**config.mk**
```make
export PLATFORM = sky130hd
export DESIGN_NAME = clmon_top
export DESIGN_NICKNAME = d
export VERILOG_FILES = /design/src/core/clmon_pkg.sv /design/src/core/clmon_top.sv
export VERILOG_INCLUDE_DIRS = /design/src /design/src/core
export SDC_FILE = /design/constraint.sdc
export NUM_CORES = 1
export LEC_CHECK = 0
export BUFFER_PORTS_ARGS = -buffer_cell sky130_fd_sc_hd__buf_2
export CORE_MARGIN = 2
export CORE_UTILIZATION = 45
export CTS_BUF_LIST = sky130_fd_sc_hd__clkbuf_2 sky130_fd_sc_hd__clkbuf_4 sky130_fd_sc_hd__clkbuf_8
export CTS_CLUSTER_SIZE = 10
export DETAILED_ROUTE_END_ITERATION = 16
export GPL_ROUTABILITY_DRIVEN = 1
export SLEW_MARGIN = 0
export SYNTH_ARGS = -nofsm -noshare
export SYNTH_HDL_FRONTEND = slang
export SYNTH_SLANG_ARGS = --single-unit
```
**constraint.sdc**
```tcl
create_clock -name clk_i -period 12.8 [get_ports clk_i]
set_input_delay 0 -clock clk_i [delete_from_list [all_inputs] [get_ports clk_i]]
set_output_delay 0 -clock clk_i [all_outputs]
set_load 0.005 [all_outputs]
```
**src/core/clmon_consts.svh**
```systemverilog
// constants of the clock loss-of-signal monitor: offsets, fields, resets
// assumes inclusion by bare name from the design file and the testbench
`ifndef CLMON_CONSTS_SVH
`define CLMON_CONSTS_SVH

// ------------------------------------------------------------------
// register byte offsets on the wishbone slave
// ------------------------------------------------------------------
`define CLMON_ADR_STATUS   8'h00
`define CLMON_ADR_EVENT    8'h04
`define CLMON_ADR_QUAL     8'h08
`define CLMON_ADR_WINDOW   8'h0C
`define CLMON_ADR_THRESH   8'h10
`define CLMON_ADR_NOMINAL  8'h14
`define CLMON_ADR_CONTROL  8'h18

// ------------------------------------------------------------------
// field positions
// ------------------------------------------------------------------
`define CLMON_STS_LOS      0
`define CLMON_STS_INVALID  1
`define CLMON_EVT_LOS      0
`define CLMON_QUAL_GOOD    7:4
`define CLMON_QUAL_FAIL    3:0
`define CLMON_WIN_DIV      7:3
`define CLMON_WIN_DISABLE  1
`define CLMON_WIN_MASK     0
`define CLMON_THR_ACC      28:16
`define CLMON_THR_REJ      12:0
`define CLMON_NOM_NUM      12:0
`define CLMON_CTL_SRST     0

// ------------------------------------------------------------------
// reset values
// ------------------------------------------------------------------
`define CLMON_RST_EVT      1'h1
`define CLMON_RST_LOS      1'h1
`define CLMON_RST_INVALID  1'h1
`define CLMON_RST_SRST     1'h0

`endif

```
**src/core/clmon_pkg.sv**
```systemverilog
// types of the clock loss-of-signal monitor
// assumes the constants header sits beside it
package clmon_pkg;

  // ------------------------------------------------------------------
  // qualification state, one-hot; bit 0 is the loss-of-signal level
  // ------------------------------------------------------------------
  typedef enum logic [1:0] {
    ST_LOS = 2'h1,
    ST_OK  = 2'h2
  } clmon_state_type;

  // ------------------------------------------------------------------
  // software configuration carried as one word
  // ------------------------------------------------------------------
  typedef struct packed {
    logic [3:0]  good_times;  // qualification count
    logic [3:0]  fail_times;  // disqualification count
    logic [4:0]  div_ratio;   // monitored clock divide ratio
    logic        ref_dis;     // reference selection disable
    logic        fail_mask;   // exclude status from invalid
    logic [12:0] acc_margin;  // accept margin
    logic [12:0] rej_margin;  // reject margin
    logic [12:0] nom_num;     // nominal window count
  } clmon_cfg_type;

endpackage

```
**src/core/clmon_top.sv**
```systemverilog
// loss-of-signal monitor for one reference clock, wishbone classic slave
// assumes one 10 MHz system clock and a monitored clock arriving on a pin
//
// Function
// [RULE1] event flag set while loss reported
// [RULE2] clear write ignored while loss persists
// [RULE3] event flag is one after reset
// [RULE4] enough consecutive accepts qualify, status zero
// [RULE5] enough rejects without qualifying, status one
// [RULE6] count field zero acts as one
// [RULE7] divided monitored clock period is the window
// [RULE8] ratio zero or one divides by one
// [RULE9] software keeps divided clock below sysclk/8
// [RULE10] disable bit forces reference invalid
// [RULE11] disable bit inert on crystal instance
// [RULE12] mask removes status from invalid
// [RULE13] accepted when within nominal plus accept margin
// [RULE14] rejected when outside nominal plus reject margin
// [RULE15] nominal count is expected window length
// [RULE16] nominal zero disables, forces status one
// [RULE17] invalid when unmasked disqualified or disabled
// [RULE18] software holds soft reset while reprogramming
// [RULE19] status reads one after reset
// [RULE20] count system cycles over each window
// [RULE21] in-between window changes nothing
//
// Added by the designer: the register addresses and the Wishbone slave port.
`timescale 1ns/1ps
`include "clmon_consts.svh"

module clmon_top #(
  parameter bit CRYSTAL_MONITOR_INSTANCE = 1'b0  // instance watches crystal input
) (
  input  wire logic        clk_i,
  input  wire logic        nrst_i,
  input  wire logic        wb_cyc_i,
  input  wire logic        wb_stb_i,
  input  wire logic        wb_we_i,
  input  wire logic [7:0]  wb_adr_i,
  input  wire logic [3:0]  wb_sel_i,
  input  wire logic [31:0] wb_dat_i,
  output logic      [31:0] wb_dat_o,
  output logic             wb_ack_o,
  input  wire logic        mon_clk_i,
  input  wire logic        act_disq_i,
  output logic             los_status_o,
  output logic             ref_invalid_o
);

  // ------------------------------------------------------------------
  // state and configuration
  // ------------------------------------------------------------------
  clmon_pkg::clmon_cfg_type   cfg_reg;      // software configuration
  clmon_pkg::clmon_state_type state_reg;    // qualified or lost
  logic                       evt_reg;      // sticky loss event
  logic                       srst_reg;     // monitor soft reset
  logic                       ack_reg;      // bus answer
  logic [31:0]                rdat_reg;     // bus read data
  logic                       inv_reg;      // reference invalid
  logic [2:0]                 sync_reg;     // pin synchroniser
  logic                       lvl_reg;      // filtered monitored level
  logic                       armed_reg;    // first window edge seen
  logic [4:0]                 div_reg;      // edges in current window
  logic [13:0]                cnt_reg;      // system cycles in window
  logic [3:0]                 good_reg;     // consecutive accepts
  logic [3:0]                 fail_reg;     // rejects since qualified
  logic                       first_reg;    // first cycle after reset

  logic        acc_hit;     // access taken this edge
  logic        wr_fire;     // write takes effect this edge
  logic [31:0] be_mask;     // byte lane mask
  logic [31:0] rd_next;     // read mux
  logic        mon_edge;    // rising edge of monitored clock
  logic [4:0]  ratio_eff;   // effective divide ratio
  logic [3:0]  good_eff;    // effective qualification count
  logic [3:0]  fail_eff;    // effective disqualification count
  logic        win_end;     // window boundary
  logic        timeout;     // window overran the reject band
  logic        eval_val;    // a window result is ready
  logic [13:0] diff;        // distance from nominal
  logic        is_acc;      // accepted window
  logic        is_rej;      // rejected window
  logic        dis_eff;     // disable after instance gating
  logic        evt_clr;     // software one written to event bit

  // ------------------------------------------------------------------
  // wishbone slave: ack one cycle after the request, write on the ack edge
  // ------------------------------------------------------------------
  assign acc_hit = wb_cyc_i && wb_stb_i && !ack_reg;
  assign wr_fire = wb_cyc_i && wb_stb_i && wb_we_i && ack_reg;

  // byte lane mask from the selects
  genvar gi;
  generate
    for (gi = 0; gi < 4; gi++) begin : g_lane
      assign be_mask[gi*8 +: 8] = {8{wb_sel_i[gi]}};
    end
  endgenerate

  // read mux, unmapped offsets read zero
  always_comb begin
    rd_next = 32'h0000_0000;
    case (wb_adr_i)
      `CLMON_ADR_STATUS: begin
        rd_next[`CLMON_STS_LOS]     = state_reg[0];
        rd_next[`CLMON_STS_INVALID] = inv_reg;
      end
      `CLMON_ADR_EVENT:   rd_next[`CLMON_EVT_LOS] = evt_reg;
      `CLMON_ADR_QUAL: begin
        rd_next[`CLMON_QUAL_GOOD] = cfg_reg.good_times;
        rd_next[`CLMON_QUAL_FAIL] = cfg_reg.fail_times;
      end
      `CLMON_ADR_WINDOW: begin
        rd_next[`CLMON_WIN_DIV]     = cfg_reg.div_ratio;
        rd_next[`CLMON_WIN_DISABLE] = cfg_reg.ref_dis;
        rd_next[`CLMON_WIN_MASK]    = cfg_reg.fail_mask;
      end
      `CLMON_ADR_THRESH: begin
        rd_next[`CLMON_THR_ACC] = cfg_reg.acc_margin;
        rd_next[`CLMON_THR_REJ] = cfg_reg.rej_margin;
      end
      `CLMON_ADR_NOMINAL: rd_next[`CLMON_NOM_NUM] = cfg_reg.nom_num;
      `CLMON_ADR_CONTROL: rd_next[`CLMON_CTL_SRST] = srst_reg;
      default:            rd_next = 32'h0000_0000;
    endcase
  end

  // answer and read data
  always_ff @(posedge clk_i or negedge nrst_i) begin
    if (!nrst_i) begin
      ack_reg  <= 1'b0;
      rdat_reg <= 32'h0000_0000;
    end else begin
      ack_reg <= acc_hit;
      if (acc_hit) begin
        rdat_reg <= rd_next;
      end
    end
  end

  // configuration writes, byte lanes honoured
  always_ff @(posedge clk_i or negedge nrst_i) begin
    if (!nrst_i) begin
      cfg_reg  <= '0;
      srst_reg <= `CLMON_RST_SRST;
    end else if (wr_fire) begin
      case (wb_adr_i)
        `CLMON_ADR_QUAL: if (wb_sel_i[0]) begin
          cfg_reg.good_times <= wb_dat_i[`CLMON_QUAL_GOOD];
          cfg_reg.fail_times <= wb_dat_i[`CLMON_QUAL_FAIL];
        end
        `CLMON_ADR_WINDOW: if (wb_sel_i[0]) begin
          cfg_reg.div_ratio <= wb_dat_i[`CLMON_WIN_DIV];
          cfg_reg.ref_dis   <= wb_dat_i[`CLMON_WIN_DISABLE];
          cfg_reg.fail_mask <= wb_dat_i[`CLMON_WIN_MASK];
        end
        `CLMON_ADR_THRESH: begin
          cfg_reg.acc_margin <= (cfg_reg.acc_margin & ~be_mask[`CLMON_THR_ACC])
                              | (wb_dat_i[`CLMON_THR_ACC] & be_mask[`CLMON_THR_ACC]);
          cfg_reg.rej_margin <= (cfg_reg.rej_margin & ~be_mask[`CLMON_THR_REJ])
                              | (wb_dat_i[`CLMON_THR_REJ] & be_mask[`CLMON_THR_REJ]);
        end
        `CLMON_ADR_NOMINAL: begin
          cfg_reg.nom_num <= (cfg_reg.nom_num & ~be_mask[`CLMON_NOM_NUM])
                           | (wb_dat_i[`CLMON_NOM_NUM] & be_mask[`CLMON_NOM_NUM]);
        end
        `CLMON_ADR_CONTROL: if (wb_sel_i[0]) begin
          srst_reg <= wb_dat_i[`CLMON_CTL_SRST];
        end
        default: begin
        end
      endcase
    end
  end

  // ------------------------------------------------------------------
  // sticky event flag: set wins over the one-to-clear
  // ------------------------------------------------------------------
  assign evt_clr = wr_fire && (wb_adr_i == `CLMON_ADR_EVENT) && wb_sel_i[0]
                   && wb_dat_i[`CLMON_EVT_LOS];

  always_ff @(posedge clk_i or negedge nrst_i) begin
    if (!nrst_i) begin
      evt_reg <= `CLMON_RST_EVT;                       // [RULE3]
    end else begin
      evt_reg <= state_reg[0] || (evt_reg && !evt_clr); // [RULE1] [RULE2]
    end
  end

  // ------------------------------------------------------------------
  // monitored clock: three flops, level moves when second and third agree
  // ------------------------------------------------------------------
  always_ff @(posedge clk_i or negedge nrst_i) begin
    if (!nrst_i) begin
      sync_reg <= 3'h0;
      lvl_reg  <= 1'b0;
    end else begin
      sync_reg <= {sync_reg[1:0], mon_clk_i};
      if (sync_reg[1] == sync_reg[2]) begin
        lvl_reg <= sync_reg[2];
      end
    end
  end

  assign mon_edge = (sync_reg[1] == sync_reg[2]) && sync_reg[2] && !lvl_reg;

  // ------------------------------------------------------------------
  // window formation and measurement
  // ------------------------------------------------------------------
  assign ratio_eff = (cfg_reg.div_ratio <= 5'h01) ? 5'h01 : cfg_reg.div_ratio; // [RULE8]
  assign good_eff  = (cfg_reg.good_times == 4'h0) ? 4'h1 : cfg_reg.good_times; // [RULE6]
  assign fail_eff  = (cfg_reg.fail_times == 4'h0) ? 4'h1 : cfg_reg.fail_times; // [RULE6]
  // window closes after ratio monitored edges
  assign win_end   = armed_reg && mon_edge && (div_reg == ratio_eff - 5'h01); // [RULE7]
  // a dead clock never closes a window, so overrun is judged a reject
  assign timeout   = armed_reg && !win_end
                     && ({1'b0, cnt_reg} > ({2'b00, cfg_reg.nom_num}
                                          + {2'b00, cfg_reg.rej_margin}));
  assign eval_val  = win_end || timeout;
  assign diff      = (cnt_reg >= {1'b0, cfg_reg.nom_num})
                     ? cnt_reg - {1'b0, cfg_reg.nom_num}
                     : {1'b0, cfg_reg.nom_num} - cnt_reg;                     // [RULE15]
  assign is_acc    = win_end && (diff <= {1'b0, cfg_reg.acc_margin});        // [RULE13]
  assign is_rej    = timeout || (win_end && !is_acc
                                 && (diff > {1'b0, cfg_reg.rej_margin}));     // [RULE14]

  // edge and cycle counters, held idle by the soft reset
  always_ff @(posedge clk_i or negedge nrst_i) begin
    if (!nrst_i) begin
      armed_reg <= 1'b0;
      div_reg   <= 5'h00;
      cnt_reg   <= 14'h0000;
    end else if (srst_reg || cfg_reg.nom_num == 13'h0000) begin
      armed_reg <= 1'b0;
      div_reg   <= 5'h00;
      cnt_reg   <= 14'h0000;
    end else if (!armed_reg) begin
      if (mon_edge) begin
        armed_reg <= 1'b1;
        cnt_reg   <= 14'h0001;
      end
    end else if (eval_val) begin
      div_reg <= 5'h00;
      cnt_reg <= 14'h0001;                                       // [RULE20]
    end else begin
      if (mon_edge) begin
        div_reg <= div_reg + 5'h01;
      end
      if (cnt_reg != 14'h3FFF) begin
        cnt_reg <= cnt_reg + 14'h0001;                           // [RULE20]
      end
    end
  end

  // ------------------------------------------------------------------
  // qualification state machine and tallies
  // ------------------------------------------------------------------
  always_ff @(posedge clk_i or negedge nrst_i) begin
    if (!nrst_i) begin
      state_reg <= clmon_pkg::ST_LOS;                            // [RULE19]
      good_reg  <= 4'h0;
      fail_reg  <= 4'h0;
    end else if (srst_reg || cfg_reg.nom_num == 13'h0000) begin
      state_reg <= clmon_pkg::ST_LOS;                            // [RULE16]
      good_reg  <= 4'h0;
      fail_reg  <= 4'h0;
    end else if (is_acc) begin
      if ({1'b0, good_reg} + 5'h01 >= {1'b0, good_eff}) begin
        state_reg <= clmon_pkg::ST_OK;                           // [RULE4]
        good_reg  <= 4'h0;
        fail_reg  <= 4'h0;
      end else begin
        good_reg <= good_reg + 4'h1;
      end
    end else if (is_rej) begin
      good_reg <= 4'h0;
      if ({1'b0, fail_reg} + 5'h01 >= {1'b0, fail_eff}) begin
        state_reg <= clmon_pkg::ST_LOS;                          // [RULE5]
        fail_reg  <= 4'h0;
      end else begin
        fail_reg <= fail_reg + 4'h1;
      end
    end else begin
      case (state_reg)
        clmon_pkg::ST_LOS: state_reg <= clmon_pkg::ST_LOS;       // [RULE21]
        clmon_pkg::ST_OK:  state_reg <= clmon_pkg::ST_OK;
        default:           state_reg <= clmon_pkg::ST_LOS;
      endcase
    end
  end

  // ------------------------------------------------------------------
  // reference invalid toward the selector
  // ------------------------------------------------------------------
  assign dis_eff = cfg_reg.ref_dis && !CRYSTAL_MONITOR_INSTANCE;  // [RULE11]

  always_ff @(posedge clk_i or negedge nrst_i) begin
    if (!nrst_i) begin
      inv_reg <= `CLMON_RST_INVALID;
    end else begin
      inv_reg <= dis_eff                                          // [RULE10]
                 || act_disq_i                                    // [RULE17]
                 || (state_reg[0] && !cfg_reg.fail_mask);         // [RULE12]
    end
  end

  // first cycle after reset, for checking only
  always_ff @(posedge clk_i or negedge nrst_i) begin
    if (!nrst_i) begin
      first_reg <= 1'b1;
    end else begin
      first_reg <= 1'b0;
    end
  end

  assign wb_ack_o      = ack_reg;
  assign wb_dat_o      = rdat_reg;
  assign los_status_o  = state_reg[0];
  assign ref_invalid_o = inv_reg;
endmodule // clmon_top

```
==> metrics.txt, run 1 <==
# TYPE chip_impl_metric gauge
chip_impl_info{name="result_of_the_run",value="completed"} 1
chip_impl_info{name="clock_tree_from_tritoncts",value="yes"} 1
chip_impl_metric{name="max-cap-violations",unit=""} 0
chip_impl_metric{name="layout.nets",unit=""} 1177
chip_impl_metric{name="io_pins",unit=""} 86
chip_impl_metric{name="async_reset_ff_frac",unit=""} 1.00
chip_impl_metric{name="storage_cell_area",unit="sq um"} 2960
chip_impl_metric{name="placementRows",unit=""} 50
chip_impl_metric{name="netlist-cell-type-count",unit=""} 74
chip_impl_metric{name="first_global_vias",unit=""} 6809
chip_impl_info{name="dominant_combinational_cell_family_by_area_after_synthesis",value="compound AO/OA/AOI/OAI gates"} 1
chip_impl_metric{name="post-place-cells",unit=""} 1214
chip_impl_metric{name="fin_skew",unit="ns"} 0.0150
chip_impl_metric{name="floorplan.initialDensity",unit=""} 0.454
chip_impl_metric{name="grt_antenna_before_repair",unit=""} 0
chip_impl_metric{name="multi_input_comb_area",unit="sq um"} 5040
chip_impl_metric{name="critical_path_required_time",unit="ns"} 13.15
chip_impl_info{name="unrepaired_setup_endpoints_after_global_routing",value="no"} 1
chip_impl_metric{name="cp_num_buf_inv",unit=""} 1
chip_impl_metric{name="first_pass_grt_wire_length",unit="microns"} 36200
chip_impl_metric{name="leakage",unit="nW"} 4.72
chip_impl_metric{name="vdd_ir_drop_max",unit="uV"} 71.4
chip_impl_metric{name="place_congestion",unit=""} 0.897
chip_impl_metric{name="h_tree_level_count",unit=""} 4
chip_impl_metric{name="arrival",unit="ns"} 6.63
chip_impl_metric{name="clock_transition_at_the_register_clock_pins_on_the_worst_setup_and_hold_paths_after_cts",unit="ns"} 0.09
chip_impl_metric{name="post-dp-hpwl",unit="microns"} 17300
chip_impl_metric{name="core_area",unit="sq um"} 18500
chip_impl_info{name="slowest_stage",value="sky130_fd_sc_hd__o21ai_0"} 1
chip_impl_metric{name="fp.dieH",unit="microns"} 141
chip_impl_metric{name="post_cts_buffers",unit=""} 0
chip_impl_metric{name="synthMuxAreaShare",unit=""} 0.0572
chip_impl_metric{name="routed_wl",unit="microns"} 22500
chip_impl_metric{name="synth_sequential_area_ratio",unit=""} 0.351
chip_impl_metric{name="mappedNetlistArea",unit="sq um"} 8420
chip_impl_metric{name="nFillCells",unit=""} 1742
chip_impl_metric{name="number_of_drc_violations_after_detailed_routing",unit=""} 0
chip_impl_metric{name="routed-via-count",unit=""} 7039
chip_impl_metric{name="max-slew-margin-rel",unit=""} 0.300
chip_impl_metric{name="globalRouteOverflowTotal",unit=""} 0
chip_impl_info{name="most-common-layout-cells",value="115 x sky130_fd_sc_hd__dfrtp_1, 114 x sky130_fd_sc_hd__nand2_1, 93 x sky130_fd_sc_hd__ha_1"} 1
chip_impl_metric{name="synth_enable_flop_cells",unit=""} 0
chip_impl_info{name="postSynth.topFlopCell",value="sky130_fd_sc_hd__dfrtp_1"} 1
chip_impl_metric{name="cts_sinks",unit=""} 118
chip_impl_metric{name="critical_path.max_stage_delay",unit="ns"} 0.72
chip_impl_metric{name="timing_worst_slew_pin_value",unit="ns"} 1.05
chip_impl_metric{name="final-instance-count-excl-fill",unit=""} 1277
chip_impl_metric{name="die_x",unit="microns"} 141
chip_impl_metric{name="post_synth_adder_cell_area",unit=""} 0.145
chip_impl_metric{name="cts_buffers",unit=""} 17
chip_impl_info{name="layout.cells.most_common",value="sky130_fd_sc_hd__dfrtp_1"} 1
chip_impl_metric{name="fin_crit_sh",unit=""} 0.490
chip_impl_metric{name="final_antenna_net_count",unit=""} 0
chip_impl_metric{name="yosys.area_share.simple",unit=""} 0.170
chip_impl_metric{name="cts_buffer_depth",unit=""} 2
chip_impl_info{name="cp_cell_sequence",value="inv_1, ha_1, nand4_1, nor3_1, a2111oi_4, o211ai_4, mux2i_1, a22oi_1, o221ai_1, a21oi_1, xnor2_1, ha_1, a21o_1, a21oi_1, o2111ai_1, o21ai_0, nor2b_1, nor3b_1, a41oi_1, nand2_1, a211o_2"} 1
chip_impl_info{name="hold_path_class",value="input port to asynchronous set/reset pin"} 1
chip_impl_info{name="timing_worst_setup_path_type",value="flip-flop to flip-flop"} 1
chip_impl_metric{name="final_worst_hold_slack",unit="ns"} 0.0397
chip_impl_metric{name="drt_pass1_iterations",unit=""} 5
chip_impl_metric{name="crit_fanout",unit=""} 25
chip_impl_metric{name="synth.yosys.warnings",unit=""} 0
chip_impl_metric{name="worst_skew_pair.late_latency",unit="ns"} 0.46
chip_impl_metric{name="drt-initial-drc-count",unit=""} 424
chip_impl_info{name="ctsRootBufferMaster",value="sky130_fd_sc_hd__clkbuf_8"} 1
chip_impl_metric{name="cellPowerDensity",unit="nW/um^2"} 108
chip_impl_metric{name="synth-compound-area-share",unit=""} 0.182
chip_impl_metric{name="synthXorXnorAreaFrac",unit=""} 0.0427
chip_impl_metric{name="synth_area_per_cell",unit="sq um"} 9.06
chip_impl_metric{name="timing.fmax",unit="MHz"} 159
chip_impl_metric{name="postSynthRegisterBits",unit=""} 118
chip_impl_metric{name="final-max-slew-violation-count",unit=""} 0
chip_impl_metric{name="layout-area-overhead-vs-synth",unit="%"} 14.7
chip_impl_metric{name="routed_via_density",unit=""} 5.51
chip_impl_metric{name="io_buffers",unit=""} 73
chip_impl_metric{name="grt_start_max_net_pins",unit=""} 82
chip_impl_info{name="timing.critical_path.max_delay_family",value="compound AO/OA/AOI/OAI gates"} 1
chip_impl_info{name="cp-end-kind",value="flip-flop"} 1
chip_impl_metric{name="design.die.area",unit="sq um"} 19800
chip_impl_metric{name="finalHoldViolCount",unit=""} 0
chip_impl_metric{name="n_antenna_cell",unit=""} 0
chip_impl_metric{name="post_synthesis_cells",unit=""} 929
chip_impl_metric{name="wl_per_cell",unit="microns"} 17.6
chip_impl_metric{name="setup_viol",unit=""} 0
chip_impl_metric{name="post-route-min-period",unit="ns"} 6.27
chip_impl_metric{name="drive_gt1_frac",unit=""} 0.153
chip_impl_metric{name="gr-usage-all-layers",unit=""} 0.234
chip_impl_info{name="cp-start-kind",value="flip-flop"} 1
chip_impl_metric{name="finalSetupTns",unit="ns"} 0
## metrics by stage
step | instance area (sq um) | power [mW] | util | setup slack [ns]
after floorplan | 8430 | 0.631 | - | 8.13
after global placement | 8970 | 0.710 | 0.485 | 6.61
after detailed placement | 8970 | 0.714 | 0.485 | 6.58
after CTS | 9660 | 1.05 | 0.521 | 6.57
after global routing | 9660 | 1.12 | 0.521 | 5.97
final | 9660 | 1.05 | 0.521 | 6.53
## timing repair
action	4_1_cts	5_1_grt
resized for setup	0	0
hold buffers	31	0
hold endpoints to repair	96	0
## layer usage
metal  vias to the layer above  track usage  part of all wire
li1                       3515            -                 -
met1                      3369        0.319              0.47
met2                       131        0.390              0.48
met3                        24       0.0384             0.033
met4                         0       0.0574             0.016
met5                         -            0                 0
## final cells by class
| cell class | instances | area share |
|---|---|---|
| multi-input combinational | 710 | 0.522 |
| sequential | 118 | 0.306 |
| timing repair buffer | 109 | 0.0741 |
| tap | 234 | 0.0303 |
| inverter | 74 | 0.0288 |
| clock buffer | 17 | 0.0242 |
| clock inverter | 15 | 0.0141 |
## cells by family after synthesis
| logic type | count (synthesis) |
|---|---|
| flops | 118 |
| fa+ha+maj | 96 |
| xor+xnor | 41 |
| other cells | 1 |
| mux | 42 |
| compound gates | 226 |
| simple gates | 299 |
| buf+inv | 106 |
## power by group
group	internal [mW]	switching, mW	leakage (nW)
Clock	0.142	0.188	0.181
Sequential	0.394	0.0320	1.44
Combinational	0.123	0.167	3.10
## cells in the mapped netlist, types with 4 or more instances
| cell type | instances | area, sq um |
|---|---|---|
| sky130_fd_sc_hd__a211o_1 | 5 | 43.8 |
| sky130_fd_sc_hd__a211oi_1 | 8 | 60.1 |
| sky130_fd_sc_hd__a21boi_0 | 4 | 30.0 |
| sky130_fd_sc_hd__a21o_1 | 19 | 143 |
| sky130_fd_sc_hd__a21oi_1 | 50 | 250 |
| sky130_fd_sc_hd__a22o_1 | 8 | 70.1 |
| sky130_fd_sc_hd__a22oi_1 | 12 | 90.1 |
| sky130_fd_sc_hd__a31oi_1 | 5 | 31.3 |
| sky130_fd_sc_hd__and2_1 | 4 | 25.0 |
| sky130_fd_sc_hd__and3_1 | 7 | 43.8 |
| sky130_fd_sc_hd__buf_2 | 9 | 45.0 |
| sky130_fd_sc_hd__buf_4 | 7 | 52.6 |
| sky130_fd_sc_hd__clkbuf_1 | 14 | 52.6 |
| sky130_fd_sc_hd__dfrtp_1 | 115 | 2880 |
| sky130_fd_sc_hd__ha_1 | 93 | 1160 |
| sky130_fd_sc_hd__inv_1 | 74 | 278 |
| sky130_fd_sc_hd__mux2_2 | 29 | 327 |
| sky130_fd_sc_hd__mux2i_1 | 11 | 110 |
| sky130_fd_sc_hd__nand2_1 | 114 | 428 |
| sky130_fd_sc_hd__nand2b_1 | 6 | 37.5 |
| sky130_fd_sc_hd__nand3_1 | 40 | 200 |
| sky130_fd_sc_hd__nand4_1 | 20 | 125 |
| sky130_fd_sc_hd__nor2_1 | 48 | 180 |
| sky130_fd_sc_hd__nor2b_1 | 15 | 93.8 |
| sky130_fd_sc_hd__nor3_1 | 15 | 75.1 |
| sky130_fd_sc_hd__nor3b_1 | 7 | 52.6 |
| sky130_fd_sc_hd__nor4_1 | 6 | 37.5 |
| sky130_fd_sc_hd__o21ai_0 | 65 | 325 |
| sky130_fd_sc_hd__o21bai_1 | 4 | 30.0 |
| sky130_fd_sc_hd__o31ai_1 | 8 | 60.1 |
| sky130_fd_sc_hd__or2_2 | 4 | 25.0 |
| sky130_fd_sc_hd__or3_1 | 4 | 25.0 |
| sky130_fd_sc_hd__xnor2_1 | 26 | 228 |
| sky130_fd_sc_hd__xor2_1 | 15 | 131 |
## worst paths after layout
kind                        startpoint                    endpoint  cells past startpoint  slack (ns)
setup / recovery             flip-flop                 good_reg[2]                     21        6.53
hold / removal                  nrst_i                wb_dat_o[10]                      2        0.04
setup reg to reg             flip-flop                 good_reg[2]                     21        6.53
hold reg to reg            sync_reg[0]                 sync_reg[1]                      0        0.35
max in group asynchronous       nrst_i  asynchronous set/reset pin                      3       11.32
min in group clk_i         wb_sel_i[3]                   flip-flop                      3        0.05
No activity file was read; power rests on OpenSTA's default activity.
==> inputs of run 2 (changes only) <==
Clock period 12.8 ns to 6.1 ns, I/O delays scaled along.
==> run 2 against run 1 <==
  * Sequential share of layout area down 0.29 points
  * Maximum frequency is 13% higher
  * Sequential power is 110% higher
  * Critical endpoint is now fail_reg[0]
  * Register-to-register slack got worse by 6.0 ns
  * Power grew 120%
==> metrics.txt, run 2 (synthesis gave the netlist of run 1 again) <==
# TYPE chip_impl_metric gauge
chip_impl_metric{name="first_pass_grt_wire_length",unit="microns"} 37300
chip_impl_metric{name="cts_sinks",unit=""} 118
chip_impl_metric{name="globalRouteOverflowTotal",unit=""} 0
chip_impl_info{name="slowest_stage",value="sky130_fd_sc_hd__nor3_1"} 1
chip_impl_metric{name="routed-wl-met2",unit="microns"} 11000
chip_impl_metric{name="layout.nets",unit=""} 1180
chip_impl_metric{name="routed_wl",unit="microns"} 23000
chip_impl_metric{name="fp.dieH",unit="microns"} 141
chip_impl_metric{name="grt_start_max_net_pins",unit=""} 72
chip_impl_metric{name="route.layer.met1.wl",unit="microns"} 10700
chip_impl_metric{name="clock_transition_at_the_register_clock_pins_on_the_worst_setup_and_hold_paths_after_cts",unit="ns"} 0.09
chip_impl_info{name="hold_path_class",value="input port to flip-flop"} 1
chip_impl_info{name="result_of_the_run",value="completed"} 1
chip_impl_info{name="cp-start-kind",value="flip-flop"} 1
chip_impl_info{name="cp-end-kind",value="flip-flop"} 1
chip_impl_metric{name="utilization",unit=""} 0.526
chip_impl_metric{name="post_cts_resized",unit=""} 0
chip_impl_metric{name="post-route-min-period",unit="ns"} 5.56
chip_impl_metric{name="report.power.total",unit="mW"} 2.33
chip_impl_metric{name="post-dp-hpwl",unit="microns"} 17600
chip_impl_metric{name="drive_gt1_frac",unit=""} 0.156
chip_impl_metric{name="h_tree_level_count",unit=""} 4
chip_impl_metric{name="drt-initial-drc-count",unit=""} 527
chip_impl_metric{name="critical_path_required_time",unit="ns"} 6.45
chip_impl_info{name="routed.top_layer",value="met4"} 1
chip_impl_metric{name="floorplan.initialDensity",unit=""} 0.454
chip_impl_info{name="worstHoldStart",value="wb_sel_i[1]"} 1
chip_impl_metric{name="wl_per_cell",unit="microns"} 18.0
chip_impl_metric{name="place_congestion",unit=""} 0.880
chip_impl_metric{name="drt_pass1_iterations",unit=""} 5
chip_impl_metric{name="placementRows",unit=""} 50
chip_impl_metric{name="routed_via_density",unit=""} 5.64
chip_impl_metric{name="worst_skew_pair.late_latency",unit="ns"} 0.47
chip_impl_metric{name="die_x",unit="microns"} 141
chip_impl_metric{name="max-cap-violations",unit=""} 0
chip_impl_metric{name="vdd_ir_drop_max",unit="uV"} 156
chip_impl_metric{name="final_antenna_net_count",unit=""} 0
chip_impl_metric{name="timing_worst_slew_pin_value",unit="ns"} 1.03
chip_impl_metric{name="max-slew-margin-rel",unit=""} 0.313
chip_impl_metric{name="routed-via-count",unit=""} 7213
chip_impl_metric{name="final_worst_hold_slack",unit="ns"} 0.0473
chip_impl_metric{name="cp_num_buf_inv",unit=""} 3
chip_impl_metric{name="critical_path.max_stage_delay",unit="ns"} 0.54
chip_impl_metric{name="crit_fanout",unit=""} 24
chip_impl_metric{name="fin_skew",unit="ns"} 0.0143
chip_impl_metric{name="core_area",unit="sq um"} 18500
chip_impl_info{name="cp_cell_sequence",value="inv_1, ha_1, nand4_1, nor3_1, a2111oi_4, o211ai_4, buf_4, mux2_2, a211oi_1, xnor2_1, ha_1, a21o_1, a21oi_1, o2111ai_1, o21ai_0, buf_4, nor2b_1, nor3b_1, a41oi_1, nand3_1, mux2_2"} 1
chip_impl_metric{name="io_pins",unit=""} 86
chip_impl_metric{name="detailedPlace.worstSlack",unit="ns"} 0.701
chip_impl_info{name="layout.cells.most_common",value="sky130_fd_sc_hd__dfrtp_1"} 1
chip_impl_metric{name="setup_viol",unit=""} 0
chip_impl_metric{name="layout-area-overhead-vs-synth",unit="%"} 15.8
chip_impl_info{name="most-common-layout-cells",value="115 x sky130_fd_sc_hd__dfrtp_1, 114 x sky130_fd_sc_hd__nand2_1, 93 x sky130_fd_sc_hd__ha_1"} 1
chip_impl_metric{name="number_of_drc_violations_after_detailed_routing",unit=""} 0
chip_impl_metric{name="finalHoldViolCount",unit=""} 0
chip_impl_metric{name="cellPowerDensity",unit="nW/um^2"} 239
chip_impl_metric{name="gr-usage-all-layers",unit=""} 0.241
chip_impl_metric{name="arrival",unit="ns"} 5.91
chip_impl_metric{name="r2r_setup_slack",unit="ns"} 0.54
chip_impl_metric{name="cts_buffers",unit=""} 17
chip_impl_metric{name="io_buffers",unit=""} 73
chip_impl_metric{name="route.met3.wl",unit="microns"} 957
chip_impl_metric{name="grt_antenna_before_repair",unit=""} 0
chip_impl_metric{name="design.die.area",unit="sq um"} 19800
chip_impl_metric{name="first_global_vias",unit=""} 6969
chip_impl_metric{name="timing.fmax",unit="MHz"} 180
chip_impl_info{name="timing.critical_path.max_delay_family",value="compound AO/OA/AOI/OAI gates"} 1
chip_impl_metric{name="finalSetupTns",unit="ns"} 0
chip_impl_metric{name="setup_ws",unit="ns"} 0.539
chip_impl_info{name="ctsRootBufferMaster",value="sky130_fd_sc_hd__clkbuf_8"} 1
chip_impl_metric{name="cts_buffer_depth",unit=""} 2
chip_impl_metric{name="n_antenna_cell",unit=""} 0
chip_impl_info{name="clock_tree_from_tritoncts",value="yes"} 1
chip_impl_metric{name="leakage",unit="nW"} 4.78
chip_impl_metric{name="fin_crit_sh",unit=""} 0.912
chip_impl_metric{name="nFillCells",unit=""} 1766
chip_impl_info{name="timing_worst_setup_path_type",value="flip-flop to flip-flop"} 1
chip_impl_metric{name="final-max-slew-violation-count",unit=""} 0
chip_impl_info{name="unrepaired_setup_endpoints_after_global_routing",value="no"} 1
## run 2: cell type report
class / instances / area [sq um] / area share
flip-flops and latches: 118 / 2960 / 0.303
clock inverters: 15 / 206 / 0.0212
repair buffers: 112 / 738 / 0.0757
multi-input cells: 710 / 5040 / 0.517
inverters: 74 / 278 / 0.0285
clock buffers: 17 / 234 / 0.0240
well taps: 234 / 293 / 0.0300
## run 2: power by group
part           switching, mW  total, mW  internal (mW)  leakage (nW)
logic                  0.349      0.609          0.260          3.12
registers             0.0669      0.894          0.827          1.44
clock network          0.405      0.828          0.424         0.221
## run 2: metrics by stage
step           cells  instance area (sq um)
6_report        1280                   9750
5_1_grt         1280                   9750
4_1_cts         1280                   9750
3_5_place_dp    1217                   9000
3_3_place_gp    1217                   9000
2_1_floorplan    934                   8430
## run 2: timing repair
item / 4_1_cts / 5_1_grt
buffers inserted: 0 / 0
hold buffers: 31 / 0
endpoints found under the hold margin: 105 / 0
endpoints found under the setup margin: 0 / 0
## run 2: metal layers
| layer | global-route usage | up-vias |
|---|---|---|
| met2 | 0.401 | 199 |
| met3 | 0.0394 | 34 |
| li1 | - | 3520 |
| met5 | 0 | - |
| met4 | 0.0642 | 0 |
| met1 | 0.329 | 3460 |
## run 2: worst paths after layout
check                          endpoint  depth (start not counted)
max                         fail_reg[0]                         21
min                           flip-flop                          5
max reg2reg                 fail_reg[0]                         21
min reg2reg                 sync_reg[1]                          0
max in group asynchronous   cfg_reg[42]                          3
min in group asynchronous  wb_dat_o[26]                          2
## run 2: tightest hold or removal path, delay by kind of cell
family / cells / cell delay [ns]
buffers and inverters: 1 / 0.11
AO/OA/AOI/OAI: 1 / 0.06
AND/OR/NAND/NOR: 3 / 0.29
